--- src/inc/mxt_pkg.sv ---
// macro instruction transform: shared constants and types
// assumes the host cpu timing pulses are far slower than MCLK
package mxt_pkg;

  // ---------------------------------------------------------
  // sequencer states
  // ---------------------------------------------------------
  typedef enum logic [0:0]
  {
    ST_IDLE = 1'b0,
    ST_XFORM = 1'b1
  } mxt_state_t;

  // ---------------------------------------------------------
  // macro instruction fields (bit 15 is the msb, I00)
  // ---------------------------------------------------------
  localparam int F_LSB = 12;
  localparam int F1_LSB = 8;
  localparam logic [3:0] F_REGREF = 4'h0;
  localparam logic [3:0] F1_ENH_A = 4'h4;
  localparam logic [3:0] F1_ENH_B = 4'h5;
  localparam logic [3:0] F1_SKIP_A = 4'h0;
  localparam logic [3:0] F1_SKIP_B = 4'h1;
  localparam logic [3:0] F1_SKIP_C = 4'h6;
  localparam logic [3:0] F1_SEXT_A = 4'h2;
  localparam logic [3:0] F1_SEXT_B = 4'h3;
  localparam logic [3:0] F1_ALLONE = 4'h8;
  localparam logic [3:0] F1_INTR = 4'hE;

  // ---------------------------------------------------------
  // micro address transform
  // ---------------------------------------------------------
  localparam logic [3:0] J_STORAGE_REF = 4'hB;
  localparam logic [7:0] MA_SREF_BASE = 8'h38;
  localparam logic [7:0] MA_REG_BASE = 8'h10;

  // ---------------------------------------------------------
  // k transform and encoded upper micro word fields
  // ---------------------------------------------------------
  localparam logic [2:0] K_FIELD_LS = 3'h7;
  localparam logic [7:0] K_FIELD_LS_VAL = 8'h0C;
  localparam logic [4:0] ALU_ADD = 5'h18;
  localparam logic [2:0] A_FILE1 = 3'h6;
  localparam logic [2:0] B_QREG = 3'h4;
  localparam logic [2:0] D_X_AND_AB = 3'h6;
  localparam logic [3:0] DEC_CORR = 4'h6;
  localparam logic [15:0] TOP_LOC = 16'h00FF;

  // ---------------------------------------------------------
  // values after reset
  // ---------------------------------------------------------
  localparam logic [7:0] MA_N_RST = 8'hFF;
  localparam logic [15:0] WORD_RST = 16'h0000;
  localparam logic [7:0] BYTE_RST = 8'h00;
  // idle pin levels in sync order: data, bad digits, gates/levels, pulses
  localparam logic [81:0] PIN_IDLE = {64'h0, 4'hF, 7'h62, 7'h36};
  localparam logic [6:0] LVL_IDLE = 7'h36;

endpackage : mxt_pkg

--- src/logic/mxt_offset_xlat.sv ---
// offset (delta) and decimal-correction translator, combinational
// assumes instruction and prime byte are already registered
`timescale 1ns/1ps
module mxt_offset_xlat
(
  input wire logic [15:0] instr,
  input wire logic [7:0] low,
  input wire logic [3:0] bad_n,
  output logic [15:0] result
);

  // ---------------------------------------------------------
  // translation select
  // ---------------------------------------------------------
  logic [3:0] f;
  logic [3:0] f1;
  logic [15:0] corr;

  assign f = instr[15:12];
  assign f1 = instr[11:8];

  // one correction nibble per flagged digit
  always_comb
  begin
    corr = 16'h0000;
    for (int i = 0; i < 4; i++)
    begin
      if (!bad_n[i])
        corr[i*4 +: 4] = mxt_pkg::DEC_CORR;
    end
  end

  // bad digit flags take the output over from the offset path
  always_comb
  begin
    if (bad_n != 4'hF)
      result = corr;
    else if (f != mxt_pkg::F_REGREF)
      result = {8'h00, low};
    else if (f1 == mxt_pkg::F1_SKIP_A || f1 == mxt_pkg::F1_SKIP_B ||
             f1 == mxt_pkg::F1_SKIP_C)
      result = {12'h000, low[3:0]};
    else if (f1 == mxt_pkg::F1_SEXT_A || f1 == mxt_pkg::F1_SEXT_B)
      result = {{8{low[7]}}, low};
    else if (f1 == mxt_pkg::F1_ALLONE)
      result = 16'hFFFF;
    else if (f1 == mxt_pkg::F1_INTR)
      result = {8'h01, low};
    else
      result = {8'h00, low};
  end

endmodule : mxt_offset_xlat

--- src/logic/mxt_core.sv ---
// macro instruction transform: holding registers, micro address,
// offset operand, encoded upper micro word, k load and status pins
// assumes every host pin is asynchronous to MCLK and held for
// several MCLK periods; events are taken from pin edges
`timescale 1ns/1ps
module mxt_core
#(
  parameter int MA_W = 8
)
(
  input wire logic MCLK,
  input wire logic RST_B,
  input wire logic XFORM_NEXT_CMD,
  input wire logic FIFTH_TIME_PULSE,
  input wire logic INSTR_REG_LOAD_N,
  input wire logic FETCH_AND_XFORM_N,
  input wire logic MICRO_WORD_LOAD_N,
  input wire logic MICRO_WORD_CLEAR,
  input wire logic MEM_ADDR_REG_CLOCK_N,
  input wire logic STORE_STATUS,
  input wire logic LATE_MASTER_CLEAR_N,
  input wire logic PC_INCREMENT,
  input wire logic DELTA_PATH_SELECT_BIT,
  input wire logic [3:0] BAD_DIGIT_SEL_N,
  input wire logic PROTECT_BIT,
  input wire logic LOWER_WORD_BUS_GATE_N,
  input wire logic UPPER_WORD_BUS_GATE_N,
  input wire logic [15:0] MEM_DATA,
  input wire logic [15:0] MACRO_ADDR_REG,
  input wire logic [15:0] MICRO_WORD_LOWER,
  input wire logic [15:0] MICRO_WORD_ROM,
  output logic [MA_W-1:0] MICRO_ADDR_N,
  output logic NEXT_ADDR_LOAD,
  output logic [15:0] OFFSET_XLAT_OUT,
  output logic ALU_A_FROM_OFFSET,
  output logic [15:0] MICRO_WORD_UPPER,
  output logic UPPER_ROM_DISABLE,
  output logic [7:0] MICRO_INSTR_REG,
  output logic [2:0] K_XFORM_SEL,
  output logic [7:0] K_REG_VALUE,
  output logic K_REG_LOAD,
  output logic HALT_INTR_BLOCK_N,
  output logic UPPER_LOWER_SELECT_N,
  output logic INDEX_AT_TOP_LOCATION,
  output logic PROTECT_STATE_N,
  output logic [15:0] BUS_OUT,
  output logic BUS_OE_N
);

  // ---------------------------------------------------------
  // elaboration check
  // ---------------------------------------------------------
  // 256 micro words per page need exactly eight address lines
  if (MA_W != 8)
  begin : g_bad_ma_w
    $error("mxt_core: MA_W must be 8");
  end

  // ---------------------------------------------------------
  // reset release and pin synchronisers
  // ---------------------------------------------------------
  logic rst_q1;
  logic rst_n;
  logic [81:0] pin_raw;
  logic [81:0] s1;
  logic [81:0] s2;
  logic [6:0] s3;

  // async assert, release through two flops
  always_ff @(posedge MCLK or negedge RST_B)
  begin
    if (!RST_B)
    begin
      rst_q1 <= 1'b0;
      rst_n <= 1'b0;
    end
    else
    begin
      rst_q1 <= 1'b1;
      rst_n <= rst_q1;
    end
  end

  // slash pins kept low-active through the sync
  assign pin_raw = {MEM_DATA, MACRO_ADDR_REG, MICRO_WORD_LOWER,
                    MICRO_WORD_ROM, BAD_DIGIT_SEL_N,
                    UPPER_WORD_BUS_GATE_N, LOWER_WORD_BUS_GATE_N,
                    PROTECT_BIT, DELTA_PATH_SELECT_BIT, STORE_STATUS,
                    LATE_MASTER_CLEAR_N, MICRO_WORD_CLEAR,
                    PC_INCREMENT, MEM_ADDR_REG_CLOCK_N,
                    MICRO_WORD_LOAD_N, FIFTH_TIME_PULSE,
                    FETCH_AND_XFORM_N, INSTR_REG_LOAD_N,
                    XFORM_NEXT_CMD};

  // s1 feeds s2 only; s3 is the edge history of the pulse group
  // reset to idle pin levels so release shows no false edge or gate
  always_ff @(posedge MCLK or negedge rst_n)
  begin
    if (!rst_n)
    begin
      s1 <= mxt_pkg::PIN_IDLE;
      s2 <= mxt_pkg::PIN_IDLE;
      s3 <= mxt_pkg::LVL_IDLE;
    end
    else
    begin
      s1 <= pin_raw;
      s2 <= s1;
      s3 <= s2[6:0];
    end
  end

  // ---------------------------------------------------------
  // synchronised pins and edge events
  // ---------------------------------------------------------
  logic [15:0] mem_data;
  logic [15:0] addr;
  logic [15:0] mm_low;
  logic [15:0] mm_rom;
  logic [3:0] bad_n;
  logic ug_n;
  logic lg_n;
  logic prot_bit;
  logic delta_path_select_bit;
  logic store;
  logic mc_n;
  logic clr;
  logic [6:0] lvl;
  logic [6:0] rise;
  logic [6:0] fall;
  logic ev_xf;
  logic ev_irl;
  logic ev_fetch;
  logic ev_t5;
  logic ev_mwl;
  logic ev_ab;
  logic ev_pc;

  assign {mem_data, addr, mm_low, mm_rom, bad_n, ug_n, lg_n, prot_bit,
          delta_path_select_bit, store, mc_n, clr, lvl} = s2;
  assign rise = lvl & ~s3;
  assign fall = ~lvl & s3;
  assign ev_xf = rise[0];
  // holding register load gate acts on its rising edge
  assign ev_irl = rise[1];
  assign ev_fetch = fall[2];
  assign ev_t5 = rise[3];
  assign ev_mwl = fall[4];
  assign ev_pc = rise[6];
  assign ev_ab = fall[5];

  // ---------------------------------------------------------
  // decode of the held instruction
  // ---------------------------------------------------------
  logic [15:0] ihold;
  logic [7:0] ilow;
  logic [3:0] f;
  logic [3:0] f1;
  logic sref;
  logic enh;
  logic [15:0] enc;
  logic [7:0] ma;
  logic [15:0] xlat;

  assign f = ihold[mxt_pkg::F_LSB +: 4];
  assign f1 = ihold[mxt_pkg::F1_LSB +: 4];
  assign sref = (f != mxt_pkg::F_REGREF);
  assign enh = !sref && (f1 == mxt_pkg::F1_ENH_A ||
                         f1 == mxt_pkg::F1_ENH_B);

  // storage reference takes the j = B transform, others F1
  always_comb
  begin
    if (sref)
      ma = mxt_pkg::MA_SREF_BASE + {1'b0, f, 3'b000};
    else
      ma = mxt_pkg::MA_REG_BASE + {2'b00, f1, 2'b00};
  end

  // encoder runs beside the address and offset paths
  // storage reference forms the add word for the address
  assign enc = sref ? {mxt_pkg::ALU_ADD, mxt_pkg::A_FILE1,
                       mxt_pkg::B_QREG, mxt_pkg::D_X_AND_AB, 2'b00}
                    : mxt_pkg::WORD_RST;

  // holding and prime registers feed the translator
  // bad digit flags steer the correction outputs
  mxt_offset_xlat u_xlat
  (
    .instr(ihold),
    .low(ilow),
    .bad_n(bad_n),
    .result(xlat)
  );

  // ---------------------------------------------------------
  // transform sequencer and output registers
  // ---------------------------------------------------------
  mxt_pkg::mxt_state_t state;
  mxt_pkg::mxt_state_t next_state;
  logic [15:0] next_ihold;
  logic [7:0] next_ilow;
  logic [7:0] next_ma_n;
  logic next_naload;
  logic [15:0] next_off;
  logic next_alu_a;
  logic [15:0] next_upper;
  logic next_rom_dis;
  logic [7:0] next_mir;
  logic [2:0] next_ksel;
  logic [7:0] next_kval;
  logic next_kload;
  logic next_hblk_n;
  logic next_idx;
  logic next_prot_n;
  logic [15:0] next_bus;
  logic next_oe_n;

  // register loads are edge events and hold between them; alu A select, rom disable and bus follow pin levels every cycle
  always_comb
  begin
    next_state = state;
    next_ihold = ihold;
    next_ilow = ilow;
    next_ma_n = MICRO_ADDR_N;
    next_naload = 1'b0;
    next_off = OFFSET_XLAT_OUT;
    next_upper = MICRO_WORD_UPPER;
    next_mir = MICRO_INSTR_REG;
    next_ksel = K_XFORM_SEL;
    next_kval = K_REG_VALUE;
    next_kload = 1'b0;
    next_hblk_n = HALT_INTR_BLOCK_N;
    next_idx = INDEX_AT_TOP_LOCATION;
    next_prot_n = PROTECT_STATE_N;
    // clear delta path bit hands A input to the offset
    next_alu_a = !delta_path_select_bit;
    // upper roms off for the whole transform command
    next_rom_dis = lvl[0] || !lvl[2];
    // transform command fills holding and prime registers
    // fetch command fills them and runs both transforms
    if (ev_xf || ev_fetch)
    begin
      next_ihold = mem_data;
      next_ilow = mem_data[7:0];
      next_state = mxt_pkg::ST_XFORM;
      // protect bit of the taken word sets protect state
      if (prot_bit)
        next_prot_n = 1'b0;
    end
    else if (ev_irl)
    begin
      next_ihold = mem_data;
    end
    case (state)
      mxt_pkg::ST_IDLE:
      begin
        next_state = next_state;
      end
      mxt_pkg::ST_XFORM:
      begin
        next_ma_n = ~ma;
        next_naload = 1'b1;
        // translator result onto the sixteen offset lines
        next_off = xlat;
        // field load/store k transform on every command
        next_ksel = mxt_pkg::K_FIELD_LS;
        next_kval = mxt_pkg::K_FIELD_LS_VAL;
        next_kload = 1'b1;
        next_state = mxt_pkg::ST_IDLE;
      end
      default:
      begin
        next_state = mxt_pkg::ST_IDLE;
      end
    endcase
    // upper word only moves on the fifth timing pulse
    if (ev_t5)
      next_upper = UPPER_ROM_DISABLE ? enc : mm_rom;
    // clear outranks a load strobe in the same cycle
    // load strobe takes bits 24-31 of the lower word
    if (clr)
      next_mir = mxt_pkg::BYTE_RST;
    else if (ev_mwl)
      next_mir = mm_low[7:0];
    // top location test latched only under store status
    if (ev_ab && store)
      next_idx = (addr == mxt_pkg::TOP_LOC);
    // block on memory ref or enhanced, set beats release
    // block held until increment so no halt branch
    // master clear releases block and protect
    if (!mc_n)
    begin
      next_hblk_n = 1'b1;
      next_prot_n = 1'b1;
    end
    else if (state == mxt_pkg::ST_XFORM && (sref || enh))
      next_hblk_n = 1'b0;
    else if (ev_pc)
      next_hblk_n = 1'b1;
    // lower gate wins if both gates are low at once
    next_oe_n = 1'b0;
    if (!lg_n)
      next_bus = mm_low;
    else if (!ug_n)
      next_bus = MICRO_WORD_UPPER;
    else
    begin
      next_bus = mxt_pkg::WORD_RST;
      next_oe_n = 1'b1;
    end
  end

  // registers only; every output leaves from here
  always_ff @(posedge MCLK or negedge rst_n)
  begin
    if (!rst_n)
    begin
      state <= mxt_pkg::ST_IDLE;
      ihold <= mxt_pkg::WORD_RST;
      ilow <= mxt_pkg::BYTE_RST;
      MICRO_ADDR_N <= mxt_pkg::MA_N_RST;
      NEXT_ADDR_LOAD <= 1'b0;
      OFFSET_XLAT_OUT <= mxt_pkg::WORD_RST;
      ALU_A_FROM_OFFSET <= 1'b0;
      MICRO_WORD_UPPER <= mxt_pkg::WORD_RST;
      UPPER_ROM_DISABLE <= 1'b0;
      MICRO_INSTR_REG <= mxt_pkg::BYTE_RST;
      K_XFORM_SEL <= 3'h0;
      K_REG_VALUE <= mxt_pkg::BYTE_RST;
      K_REG_LOAD <= 1'b0;
      HALT_INTR_BLOCK_N <= 1'b1;
      INDEX_AT_TOP_LOCATION <= 1'b0;
      UPPER_LOWER_SELECT_N <= 1'b1;
      PROTECT_STATE_N <= 1'b1;
      BUS_OUT <= mxt_pkg::WORD_RST;
      BUS_OE_N <= 1'b1;
    end
    else
    begin
      state <= next_state;
      ihold <= next_ihold;
      ilow <= next_ilow;
      MICRO_ADDR_N <= next_ma_n;
      NEXT_ADDR_LOAD <= next_naload;
      OFFSET_XLAT_OUT <= next_off;
      ALU_A_FROM_OFFSET <= next_alu_a;
      MICRO_WORD_UPPER <= next_upper;
      UPPER_ROM_DISABLE <= next_rom_dis;
      MICRO_INSTR_REG <= next_mir;
      K_XFORM_SEL <= next_ksel;
      K_REG_VALUE <= next_kval;
      K_REG_LOAD <= next_kload;
      HALT_INTR_BLOCK_N <= next_hblk_n;
      INDEX_AT_TOP_LOCATION <= next_idx;
      // upper half selected while index sits at the top
      UPPER_LOWER_SELECT_N <= !next_idx;
      PROTECT_STATE_N <= next_prot_n;
      BUS_OUT <= next_bus;
      BUS_OE_N <= next_oe_n;
    end
  end
endmodule : mxt_core

--- config.mk ---
export PLATFORM = sky130hd
export DESIGN_NAME = mxt_core
export DESIGN_NICKNAME = d
export VERILOG_FILES = /design/src/inc/mxt_pkg.sv /design/src/logic/mxt_offset_xlat.sv /design/src/logic/mxt_core.sv
export SDC_FILE = /design/constraint.sdc
export NUM_CORES = 1
export LEC_CHECK = 0
export ABC_CLOCK_PERIOD_IN_PS = 12450
export BUFFER_PORTS_ARGS = -buffer_cell sky130_fd_sc_hd__clkbuf_2
export CORE_ASPECT_RATIO = 0.6
export CORE_MARGIN = 3
export CORE_UTILIZATION = 60
export CTS_BUF_LIST = sky130_fd_sc_hd__clkbuf_8
export DETAILED_ROUTE_END_ITERATION = 16
export PLACE_DENSITY = 0.86
export SYNTH_ARGS = -nofsm -noshare
export SYNTH_HDL_FRONTEND = slang
export SYNTH_SLANG_ARGS = --single-unit
--- constraint.sdc ---
create_clock -name MCLK -period 12.45 [get_ports MCLK]
set_clock_uncertainty 0.05 [all_clocks]
set_input_delay 0.6225 -clock MCLK [delete_from_list [all_inputs] [get_ports MCLK]]
set_output_delay 0.6225 -clock MCLK [all_outputs]
set_load 0.005 [all_outputs]
# ---- Yosys cells after proc, flatten, opt, wreduce, memory -nomap -nowiden
# Index checks and enable logic that the tools add are counted.
dict set report word_totals {
  regBits 272
  in_bits 84
  out_inout_bits 84
}
dict set report op_classes {
  add_sub_neg 2
  eq_ne 13
  n_mux 31
  n_bitwise 6
  reduce_logical 19
}
# cell count
set ops {}
lappend ops {{2-to-1 mux 16 bit} 11}
lappend ops {{2-to-1 mux 8 bit} 3}
lappend ops {{equality test 16 x 8 -> 1 bit (second input constant)} 1}
lappend ops {{equality test 4 x 3 -> 1 bit (second input constant)} 3}
lappend ops {{2-to-1 mux 3 bit} 4}
lappend ops {{2-to-1 mux 1 bit} 11}
lappend ops {{2-to-1 mux 9 bit} 1}
lappend ops {{adder 6 x 7 -> 8 bit (first input constant)} 1}
lappend ops {{equality test 4 x 2 -> 1 bit (second input constant)} 2}
lappend ops {{equality test 4 bit (second input constant)} 2}
lappend ops {{NOT 8 bit} 1}
lappend ops {{adder 5 x 6 -> 7 bit (first input constant)} 1}
lappend ops {{AND 7 bit} 1}
lappend ops {{logical OR 1 bit} 7}
lappend ops {{NOT 7 bit} 1}
lappend ops {{AND 6 bit} 1}
lappend ops {{NOT 6 bit} 1}
lappend ops {{equality test 4 x 1 -> 1 bit (second input constant)} 1}
lappend ops {{zero test 1 bit} 4}
lappend ops {{zero test 4 bit} 1}
lappend ops {{inequality test 2 x 1 -> 1 bit (second input constant)} 2}
lappend ops {{inequality test 4 bit (second input constant)} 1}
lappend ops {{nonzero test 2 bit} 2}
lappend ops {{nonzero test 4 bit} 1}
lappend ops {{5 further kinds} 7}

# ---- Logic depth before layout (Yosys ltp)
# Gate-level depths: netlist (run 1).
dict set report depth {
  word_depth 7
  mapped_depth 6
  ltp_nobuf 5
}

# ---- Hierarchy
# Synthesis (run 1) repeated with hierarchy kept, for this count alone.
dict set report hier_totals {
  cells_unflattened 551
  area_unflattened_um2 8680.8
}
# module n_inst cells_each area_per_inst_um2 seq_area_each_um2
set by_module_without_submodules {}
lappend by_module_without_submodules {mxt_core 1 511 8391.8 6776.5}
lappend by_module_without_submodules {mxt_offset_xlat 1 40 289.0 0.0}

# ---- Worst setup path after synthesis (run 1)
# No wires, ideal clock.
dict set report synth_timing {
  kind {register to register}
  from {register ihold[12]}
  to {register MICRO_ADDR_N[5]}
  setup_ps 68
  arrival_ps 1541
  t_required_ps 12332
  slack_ps 10791
  stages_incl_launch_ff 7
  path_buffers 1
  path_cell_list {dfrtp_1 > inv_1 > ha_1 > or3b_1 > buf_6 > mux2_4 > a21oi_2}
}
dict set report synth_between {
  elab_chain_cells 3
  word_cells_on_any_way 4
}
# element line_no
set synth_lines {}
lappend synth_lines {{from (decl)} mxt_core.sv:155} ;# logic [15:0] ihold;
lappend synth_lines {{from (signal assigned)} mxt_core.sv:320} ;# ihold <= mxt_pkg::WORD_RST;
lappend synth_lines {{from (signal assigned)} mxt_core.sv:342} ;# ihold <= next_ihold;
lappend synth_lines {{adder 6 x 7 -> 8 bit / nonzero test 4 bit (equally long branches)} {mxt_core.sv:175, mxt_core.sv:167}}
lappend synth_lines {{2-to-1 mux 8 bit (*)} mxt_core.sv:174} ;# if (sref)
lappend synth_lines {{NOT 8 bit (*)} mxt_core.sv:262} ;# next_ma_n = ~ma;
lappend synth_lines {{to (signal assigned)} mxt_core.sv:322} ;# MICRO_ADDR_N <= mxt_pkg::MA_N_RST;
lappend synth_lines {{to (signal assigned)} mxt_core.sv:344} ;# MICRO_ADDR_N <= next_ma_n;
lappend synth_lines {{to (decl)} mxt_core.sv:32} ;# output logic [MA_W-1:0] MICRO_ADDR_N,
# Every way passes the cells marked *; elsewhere a longest branch is shown, timed or not.
# A chain may end at the register's enable or synchronous reset.

# ---- Worst setup path in the final report (run 1)
dict set report layout_timing {
  from {register ihold[12]}
  to {register MICRO_WORD_UPPER[10]}
}
dict set report layout_between {
  elab_chain_cells 3
}
# element line_no
set layout_lines {}
lappend layout_lines {{nonzero test 4 bit} mxt_core.sv:167} ;# assign sref = (f != mxt_pkg::F_REGREF);
lappend layout_lines {{2-to-1 mux 16 bit} mxt_core.sv:182} ;# assign enc = sref ? {mxt_pkg::ALU_ADD, mxt_pkg::A_FILE1,
lappend layout_lines {{2-to-1 mux 16 bit} mxt_core.sv:279} ;# next_upper = UPPER_ROM_DISABLE ? enc : mm_rom;
lappend layout_lines {{to (signal assigned)} mxt_core.sv:326} ;# MICRO_WORD_UPPER <= mxt_pkg::WORD_RST;
lappend layout_lines {{to (signal assigned)} mxt_core.sv:348} ;# MICRO_WORD_UPPER <= next_upper;
lappend layout_lines {{to (decl)} mxt_core.sv:36} ;# output logic [15:0] MICRO_WORD_UPPER,
# Every way passes these cells.

==> flow_summary.toml, run 1 <==
[critical_path]
slowest_cell_on_the_critical_path = "sky130_fd_sc_hd__nor3b_2"
crit_chain = "inv_1 -> ha_1 -> nor3b_2 -> and2_0 -> o31ai_1"
crit_fanout = 10
critical_path.max_stage_delay_ns = 0.61
timing.reg2reg.setup_slack_ns = 10.31
worstPathArrival_ns = 2.41
criticalPathCategory = "register to register"
worstSetupEndpointType = "register"
startpoint_type = "register"
required_ns = 12.72

[route]
drt_pre_antenna_iters = 4
avg_vias_per_cell = 4.973
drt_drc_violations_left = 0
routed_wire_length_per_instance_um = 15.93
route.vias.total = 4496
dr.first_iter.drc_count = 237
drtAntennaViolNets = 0
detail_route.wirelength_um = 14400

[floorplanning]
floorplan.core_area_um2 = 13050
fp.dieArea_um2 = 15080
design.portCount = 168
dieWidth_um = 156.6
initial_core_util_pct = 62.53
chipHeight_um = 96.34
std_cell_rows = 32

[global_routing]
global_route.overflow_total = 0
grt_util_all_layers_pct = 19.89
grtUsageMet2_pct = 31.34
grt_busiest_layer = "met2"
grt_pass1_vias = 4652
grt_start_max_net_pins = 196
routing_usage_on_met3_pct = 6.289
grt_util_met1_pct = 27.35
grt_pass1_wl_um = 23200
number_of_antenna_violations_at_the_first_check_in_global_routing = 0

[clock_tree]
insertion_delay_ns = 0.50
cts_root_buf = "sky130_fd_sc_hd__clkbuf_8"
clock_transition_at_path_regs_ns = 0.07
cts_setup_buffers = 0
ctsHtreeMaxLevel = 2
cts_hold_repair.buffers = 1
cts.sinks = 257
clock_tree_from_tritoncts = "yes"
cts.path.max_buffers = 3
cts-resized-gates = 0
numCtsBuffers = 36

[sta]
fmaxAchievable_mhz = 466.7
report.final.setup_viol = 0
period_minus_slack_ns = 2.143
finalSetupTns_ns = 0
slew_viol_final = 0
rsz0062_at_grt = "false"
hold_viol = 0
tightest_slew_ns = 1.076
slew-limit-headroom_pct = 28.10
layout_worst_path_cycle_share_pct = 17.21
final_critical_path_setup_slack_ns = 10.31

[worst_hold_path]
timing.hold.worst.class = "input port to register"

[final_layout]
finish.net_count = 796
antenna_cells = 0
layout.cells.most_common = "sky130_fd_sc_hd__dfrtp_1"
share_of_cells_above_drive_strength_1_pct = 37.33
mostFrequentLayoutCells = "220 x sky130_fd_sc_hd__dfrtp_1, 159 x sky130_fd_sc_hd__clkbuf_2, 47 x sky130_fd_sc_hd__clkbuf_8"
layout-area-overhead-vs-synth_pct = 19.85

[power]
leakagePower_nw = 4.787
power.density_nw_per_um2 = 173.8
worst_ir_drop_vdd_mv = 0.09056

[synthesis]
post_synth_num_cell_types = 49
synth.cell_area_um2 = 8162
instance_count_of_the_mapped_netlist = 533
synth_seq_area_share_pct = 79.35
post_synth.cell_area_avg_um2 = 15.31
yosysWarningCount = 0
yosys_register_bits = 257

[placement]
hpwlAfterDp_um = 10010
numPortBuffers = 159
worst_setup_timing_slack_at_the_placement_stage_ns = 10.34
place.gp.congestion = 0.8499

[status]
run_status = "finished clean"

[job]
drv.max_cap_violation_count = 0
flip-flops by register name, indices dropped and copies added (netlist names), 6 cells and up:
register and flops:
ilow 8, MICRO_INSTR_REG 8, s1 82, MICRO_ADDR_N 6
s3 7, s2 82, MICRO_WORD_UPPER 16, ihold 8
BUS_OUT 16, OFFSET_XLAT_OUT 12
power by group:
group | switching, mW | internal [mW]
logic | 0.0565 | 0.0519
registers | 0.0383 | 0.899
clock network | 0.293 | 0.361
total | 0.388 | 1.31
per-layer routing:
metal	routed length [µm]	part of all wire, %	vias up
met5	0	0	-
met1	6330	44	2229
met2	6754	47	162
met3	1084	7.5	26
li1	-	-	2079
met4	230	1.6	0
through the flow:
stage	power [mW]	hold WS, ns	util, %	cell area [µm²]	cells
floorplan	1.005	0.2769	-	8188	540
global placement	1.053	0.2815	69.06	9014	837
detailed placement	1.063	0.2847	69.06	9014	837
CTS	1.720	0.1161	74.94	9782	904
global route	1.780	0.1102	74.94	9782	904
finish	1.700	0.1512	74.94	9782	904
logic make-up (layout without fill, tap and decap cells):
| logic type | after synthesis | count (layout) | synth area share [%] |
|---|---|---|---|
| AOI/OAI and AO/OA | 70 | 70 | 5.274 |
| DFF | 257 | 257 | 79.35 |
| other | 2 | 9 | 0.09202 |
| xor gates and xnor gates | 1 | 1 | 0.1073 |
| adders and majority gates | 6 | 6 | 0.9198 |
| and+or+nand+nor | 110 | 110 | 6.853 |
| buffers and inverters | 60 | 254 | 3.771 |
| muxes | 27 | 27 | 3.633 |
synthesized netlist by cell type (all sizes together):
master   number  area [µm²]
nor4          1       6.260
or2           2       12.51
o41ai         4       35.03
nor3b         2       25.02
a21bo         1       10.01
o2bb2ai       1       8.760
nor2b         6       37.54
clkinv        1       3.750
o21ai        29       145.1
a21o          1       7.510
and4          1       8.760
dfrtp       221        5530
nand4         3       18.77
o21bai        1       7.510
o221ai        2       17.52
inv          26       97.59
mux2         18       206.4
or3b          1       8.760
conb          2       7.510
o211ai        2       15.01
nor2         21       78.83
clkbuf       11       42.54
ha            6       75.07
nand2b       16       100.1
and3          1       6.260
o32ai         2       17.52
o31ai         9       67.56
dfstp        36       945.9
nand2        40       150.1
buf          22       163.9
or4           2       15.01
nand3b        3       22.52
and2          3       18.77
mux2i         9       90.09
nor4bb        1       10.01
xor2          1       8.760
nor3          3       20.02
nand3         4       20.02
a31oi         4       25.02
a21oi        14       73.82
cell type report:
class	count	area [µm²]
tap	170	212.7
sequential	257	6480
clock buffer	47	646.9
multi-input combinational	223	1404
clock inverter	19	111.4
inverter	27	101.3
fill	809	3271
timing repair buffer	161	825.8
worst paths after layout:
check / from / to / cells past startpoint
worst max-delay path: ihold[12] / MICRO_WORD_UPPER[10] / 5
min in group asynchronous: rst_n / s2[62] / 0
max in group asynchronous: rst_n / s2[31] / 1
worst min-delay path: MICRO_WORD_LOAD_N / s1[4] / 1
worst min register to register: s1[34] / s2[34] / 0
worst max register to register: ihold[12] / MICRO_WORD_UPPER[10] / 5
worst max-delay path, delay by kind of cell (launching register included):
| family | cells | cell delay (ns) |
|---|---|---|
| simple gates | 2 | 1.04 |
| fa+ha+maj | 1 | 0.21 |
| compound gates | 1 | 0.12 |
| flops | 1 | 0.42 |
| buf+inv | 1 | 0.11 |
Note: power is estimated with default switching activity, not from simulation.
==> run 2: changes to the inputs <==
- ABC_CLOCK_PERIOD_IN_PS: 12450 -> 2000
- CORE_UTILIZATION: 60 -> 56
- PLACE_DENSITY: 0.86 -> 0.81
- clock period: 12.45 -> 2 ns (I/O delays scaled with it)
==> run 2 against run 1 <==
Compared with the run above:
- clock power grew to 6.4 times the previous value
- fmax increased by 14%
- total power rose to 6.4 times the previous value
- sequential share of layout area fell by 6.3 points
- sequential cell count did not move
- cell count grew 13%
- routed wire length grew 15%
- die area increased by 6.8%
- largest cell class unchanged
- non-clock buffer count increased by 99
==> flow_summary.toml, run 2 (same netlist as run 1, synthesis figures left out) <==
[status]
run_status = "finished clean"

[global_routing]
number_of_antenna_violations_at_the_first_check_in_global_routing = 0
grt_pass1_vias = 5323
global_route.overflow_total = 0
grt_busiest_layer = "met2"
routing_usage_on_met3_pct = 4.744
grt_start_max_net_pins = 76
grt_pass1_wl_um = 27070
grt_util_all_layers_pct = 21.45
grt_util_met1_pct = 29.75
grtUsageMet2_pct = 35.67

[sta]
tightest_slew_ns = 0.5736
fmaxAchievable_mhz = 534.2
finalSetupTns_ns = 0
report.final.setup_viol = 0
rsz0062_at_grt = "false"
slew-limit-headroom_pct = 61.76
slew_viol_final = 0
worst_hold_slack_ns = 0.1692
layout_worst_path_cycle_share_pct = 93.59
hold_viol = 0
period_minus_slack_ns = 1.872

[final_layout]
antenna_cells = 0
finish.net_count = 894
layout_top_registers = "s1: 82 flops, s2: 82 flops"
final_cells = 1022
layout-area-overhead-vs-synth_pct = 32.39
fin_area_um2 = 10810
layout.cells.most_common = "sky130_fd_sc_hd__dfrtp_1"
mostFrequentLayoutCells = "220 x sky130_fd_sc_hd__dfrtp_1, 159 x sky130_fd_sc_hd__clkbuf_2, 84 x sky130_fd_sc_hd__dlygate4sd3_1"
share_of_cells_above_drive_strength_1_pct = 34.82

[critical_path]
worstPathArrival_ns = 2.16
crit_fanout = 8
critical_path.reg2reg.startpoint = "ihold[12]"
startpoint_type = "register"
criticalPathCategory = "register to register"
worstSetupEndpointType = "register"
required_ns = 2.29
timing.reg2reg.setup_slack_ns = 0.13
worstSetupStartpoint = "ihold[12]"

[route]
dr.first_iter.drc_count = 323
drtAntennaViolNets = 0
avg_vias_per_cell = 4.807
drt_pre_antenna_iters = 4
detail_route.wirelength_um = 16570
route.vias.total = 4913
drt_drc_violations_left = 0
routed_wire_length_per_instance_um = 16.21

[worst_hold_path]
timing.hold.worst.class = "register to asynchronous set/reset pin"

[clock_tree]
clock_transition_at_path_regs_ns = 0.07
cts_setup_buffers = 0
clock_tree_from_tritoncts = "yes"
cts_root_buf = "sky130_fd_sc_hd__clkbuf_8"
cts.sinks = 257
cts.path.max_buffers = 3
ctsHtreeMaxLevel = 2
numCtsBuffers = 35
insertion_delay_ns = 0.48

[placement]
hpwlAfterDp_um = 10490
place.gp.congestion = 0.8669
dpl_cell_area_um2 = 9186
numPortBuffers = 159
post-place-cells = 875

[power]
power.density_nw_per_um2 = 1005
worst_ir_drop_vdd_mv = 0.7144
leakagePower_nw = 5.241

[floorplanning]
fp.dieArea_um2 = 16110
dieWidth_um = 161.9
floorplan.core_area_um2 = 13960
design.portCount = 168
chipHeight_um = 99.51
initial_core_util_pct = 58.48
std_cell_rows = 33

[job]
drv.max_cap_violation_count = 0
## run 2: changes by cell type in the layout (fill, tap and decap cells not counted), moves of 2 or more
cell and change:
sky130_fd_sc_hd__clkinvlp_4 -3, sky130_fd_sc_hd__buf_12 +2, sky130_fd_sc_hd__buf_4 +14, sky130_fd_sc_hd__dlygate4sd3_1 +83
## run 2: stage by stage
step	worst slack, ns	total power [mW]	utilization, %
floorplan	-0.6096	6.253	-
global placement	0.1935	6.596	65.82
detailed placement	0.07573	6.647	65.82
CTS	0.06392	10.93	77.30
global route	0.02273	11.35	77.43
finish	0.1282	10.86	77.43
## run 2: where the power goes
part	total, mW	leakage, nW	switching (mW)	internal [mW]
clock network	4.17	0.439	1.82	2.36
registers	5.81	3.01	0.211	5.59
logic	0.887	1.79	0.428	0.459
total	10.9	5.24	2.45	8.41
## run 2: metal layers
| layer | part of all wire [%] | vias up |
|---|---|---|
| met5 | 0 | - |
| met4 | 1.2 | 0 |
| met3 | 5.9 | 18 |
| met2 | 49 | 174 |
| met1 | 44 | 2450 |
| li1 | - | 2271 |
## run 2: worst paths after layout
path                                 endpoint  cells after the start
max                        OFFSET_XLAT_OUT[7]                      5
min                                     s1[6]                      0
max reg2reg                OFFSET_XLAT_OUT[7]                      5
min reg2reg                             s1[6]                      0
max in group asynchronous              s2[19]                      2
min in group MCLK                       s1[5]                      2
## run 2: final cells by class
type / count / area (µm²)
fill: 814 / 3151
timing repair buffer: 260 / 1802
inverter: 27 / 101.3
clock buffer: 47 / 646.9
sequential: 257 / 6480
tap: 192 / 240.2
clock inverter: 16 / 113.9
multi-input combinational: 223 / 1421
## run 2: worst max-delay path, cell delays in order (launching register included)
cell and delay (ns):
sky130_fd_sc_hd__dfrtp_1 0.43, sky130_fd_sc_hd__inv_1 0.11, sky130_fd_sc_hd__ha_1 0.20, sky130_fd_sc_hd__or3b_1 0.53
sky130_fd_sc_hd__a21oi_2 0.27, sky130_fd_sc_hd__o32ai_1 0.14
## run 2: repair_timing
item,CTS,global route
endpoints found under the setup margin,0,12
endpoints found under the hold margin,84,0
gates resized for setup,0,4
hold buffers,84,0
==> run 3: changes to the inputs <==
- CORE_UTILIZATION: 56 -> 55
- PLACE_DENSITY: 0.81 -> 0.8
==> run 3 against run 2 <==
Compared with the run above:
- hold slack improved by 0.023 ns
- fmax decreased by 0.33%
- cell count decreased by 0.29%
- sequential power about the same
- largest cell class unchanged
==> flow_summary.toml, run 3 (same netlist as run 1, synthesis figures left out) <==
[sta]
slew_viol_final = 0
layout_worst_path_cycle_share_pct = 93.91
rsz0062_at_grt = "false"
hold_viol = 0
fmaxAchievable_mhz = 532.5
slew-limit-headroom_pct = 57.80
period_minus_slack_ns = 1.878
tightest_slew_ns = 0.6329
report.final.setup_viol = 0

[clock_tree]
clock_tree_from_tritoncts = "yes"
ctsHtreeMaxLevel = 2
insertion_delay_ns = 0.49
cts_root_buf = "sky130_fd_sc_hd__clkbuf_8"
numCtsBuffers = 35
cts_setup_buffers = 0
cts.sinks = 257
clock_transition_at_path_regs_ns = 0.07
cts.path.max_buffers = 3

[final_layout]
finish.net_count = 891
nFillCells = 845
layout.cells.most_common = "sky130_fd_sc_hd__dfrtp_1"
multiInputGateArea_um2 = 1420
final_cells = 1019
share_of_cells_above_drive_strength_1_pct = 35.35
mostFrequentLayoutCells = "220 x sky130_fd_sc_hd__dfrtp_1, 159 x sky130_fd_sc_hd__clkbuf_2, 84 x sky130_fd_sc_hd__dlygate4sd3_1"
layout-area-overhead-vs-synth_pct = 31.86
post-route-util_pct = 76.43
layout_top_registers = "s1: 82 flops, s2: 82 flops"
regArea_um2 = 6480
fin_area_um2 = 10760

[critical_path]
startpoint_type = "register"
worstPathArrival_ns = 2.19
required_ns = 2.32
crit_fanout = 8
worstSetupEndpointType = "register"
criticalPathCategory = "register to register"

[global_routing]
grt_pass1_vias = 5358
grt_start_max_net_pins = 76
grt_util_all_layers_pct = 21.25
grt_pass1_wl_um = 26970
global_route.overflow_total = 0
number_of_antenna_violations_at_the_first_check_in_global_routing = 0

[worst_hold_path]
timing.hold.worst.class = "input port to register"

[floorplanning]
dieWidth_um = 163.3
design.portCount = 168
fp.dieArea_um2 = 16390
initial_core_util_pct = 57.97
std_cell_rows = 33
chipHeight_um = 100.4
floorplan.core_area_um2 = 14080

[route]
drt_drc_violations_left = 0
drt_pre_antenna_iters = 4
avg_vias_per_cell = 4.789
dr.first_iter.drc_count = 306
drtAntennaViolNets = 0
routed_wire_length_per_instance_um = 16.37
route.vias.total = 4880
detail_route.wirelength_um = 16680

[power]
worst_ir_drop_vdd_mv = 0.6387
power.density_nw_per_um2 = 1005
leakagePower_nw = 5.197

[job]
drv.max_cap_violation_count = 0

[status]
run_status = "finished clean"

[placement]
place.gp.congestion = 0.8342
dpl_cell_area_um2 = 9151
hpwlAfterDp_um = 10840
numPortBuffers = 159
post-place-cells = 872
[run 3: cell count changes in the layout (fill, tap and decap cells not counted)]
| cell | change |
|---|---|
| sky130_fd_sc_hd__inv_1 | -8 |
| sky130_fd_sc_hd__clkinv_2 | +5 |
| sky130_fd_sc_hd__clkbuf_8 | +4 |
| sky130_fd_sc_hd__buf_4 | -2 |
| sky130_fd_sc_hd__bufinv_16 | -2 |
| sky130_fd_sc_hd__buf_12 | -1 |
| sky130_fd_sc_hd__diode_2 | +1 |
| sky130_fd_sc_hd__nor3b_2 | -1 |
| sky130_fd_sc_hd__nor3b_4 | +1 |
| sky130_fd_sc_hd__o41ai_1 | +1 |
| sky130_fd_sc_hd__o41ai_2 | -1 |
[run 3: layer usage]
metal | GRT usage [%] | vias to the layer above | part of all wire, %
met5 | 0 | - | 0
met4 | 6.563 | 0 | 1.8
met3 | 5.072 | 29 | 5.4
met2 | 35.66 | 153 | 50
met1 | 28.10 | 2432 | 43
li1 | - | 2266 | -
[run 3: path summary, 6_finish.rpt]
| check | startpoint | slack [ns] | end | cells past startpoint |
|---|---|---|---|---|
| hold / removal | MEM_ADDR_REG_CLOCK_N | 0.19 | s1[5] | 2 |
| setup reg to reg | ihold[12] | 0.12 | OFFSET_XLAT_OUT[8] | 4 |
| setup / recovery | ihold[12] | 0.12 | OFFSET_XLAT_OUT[8] | 4 |
| hold reg to reg | rst_n | 0.20 | s2[9] | 0 |
| min in group asynchronous | rst_n | 0.20 | s2[9] | 0 |
| max in group asynchronous | rst_n | 0.92 | s2[4] | 1 |
[run 3: final cells by class]
class | instances | area share, %
multi-input combinational | 223 | 13.20
clock buffer | 51 | 6.522
tap | 192 | 2.232
antenna | 1 | 0.02325
sequential | 257 | 60.21
inverter | 27 | 0.9417
clock inverter | 11 | 0.4534
timing repair buffer | 257 | 16.42
[run 3: repair_timing]
action | CTS | global route
endpoints found under the hold margin | 84 | 0
resized for setup | 0 | 4
setup endpoints to repair | 0 | 18
hold buffers | 84 | 0
[run 3: worst max-delay path: stages (launching register included)]
cell and delay [ns]:
sky130_fd_sc_hd__dfrtp_1 0.42, sky130_fd_sc_hd__inv_1 0.09, sky130_fd_sc_hd__ha_1 0.21, sky130_fd_sc_hd__or3b_1 0.54, sky130_fd_sc_hd__o41ai_1 0.44
[run 3: where the power goes]
part	internal (mW)	switching, mW
registers	5.59	0.217
clock network	2.26	1.86
logic	0.453	0.432
[run 3: stage by stage]
step | setup slack (ns) | hold WS [ns] | total power, mW | TNS (ns)
floorplan | -0.6096 | -0.2456 | 6.253 | -135.49
global placement | 0.2177 | -0.1646 | 6.587 | 0
detailed placement | 0.1201 | -0.1635 | 6.649 | 0
CTS | 0.09667 | 0.1557 | 10.89 | 0
global route | 0.01018 | 0.1634 | 11.31 | 0
finish | 0.1219 | 0.1924 | 10.81 | 0
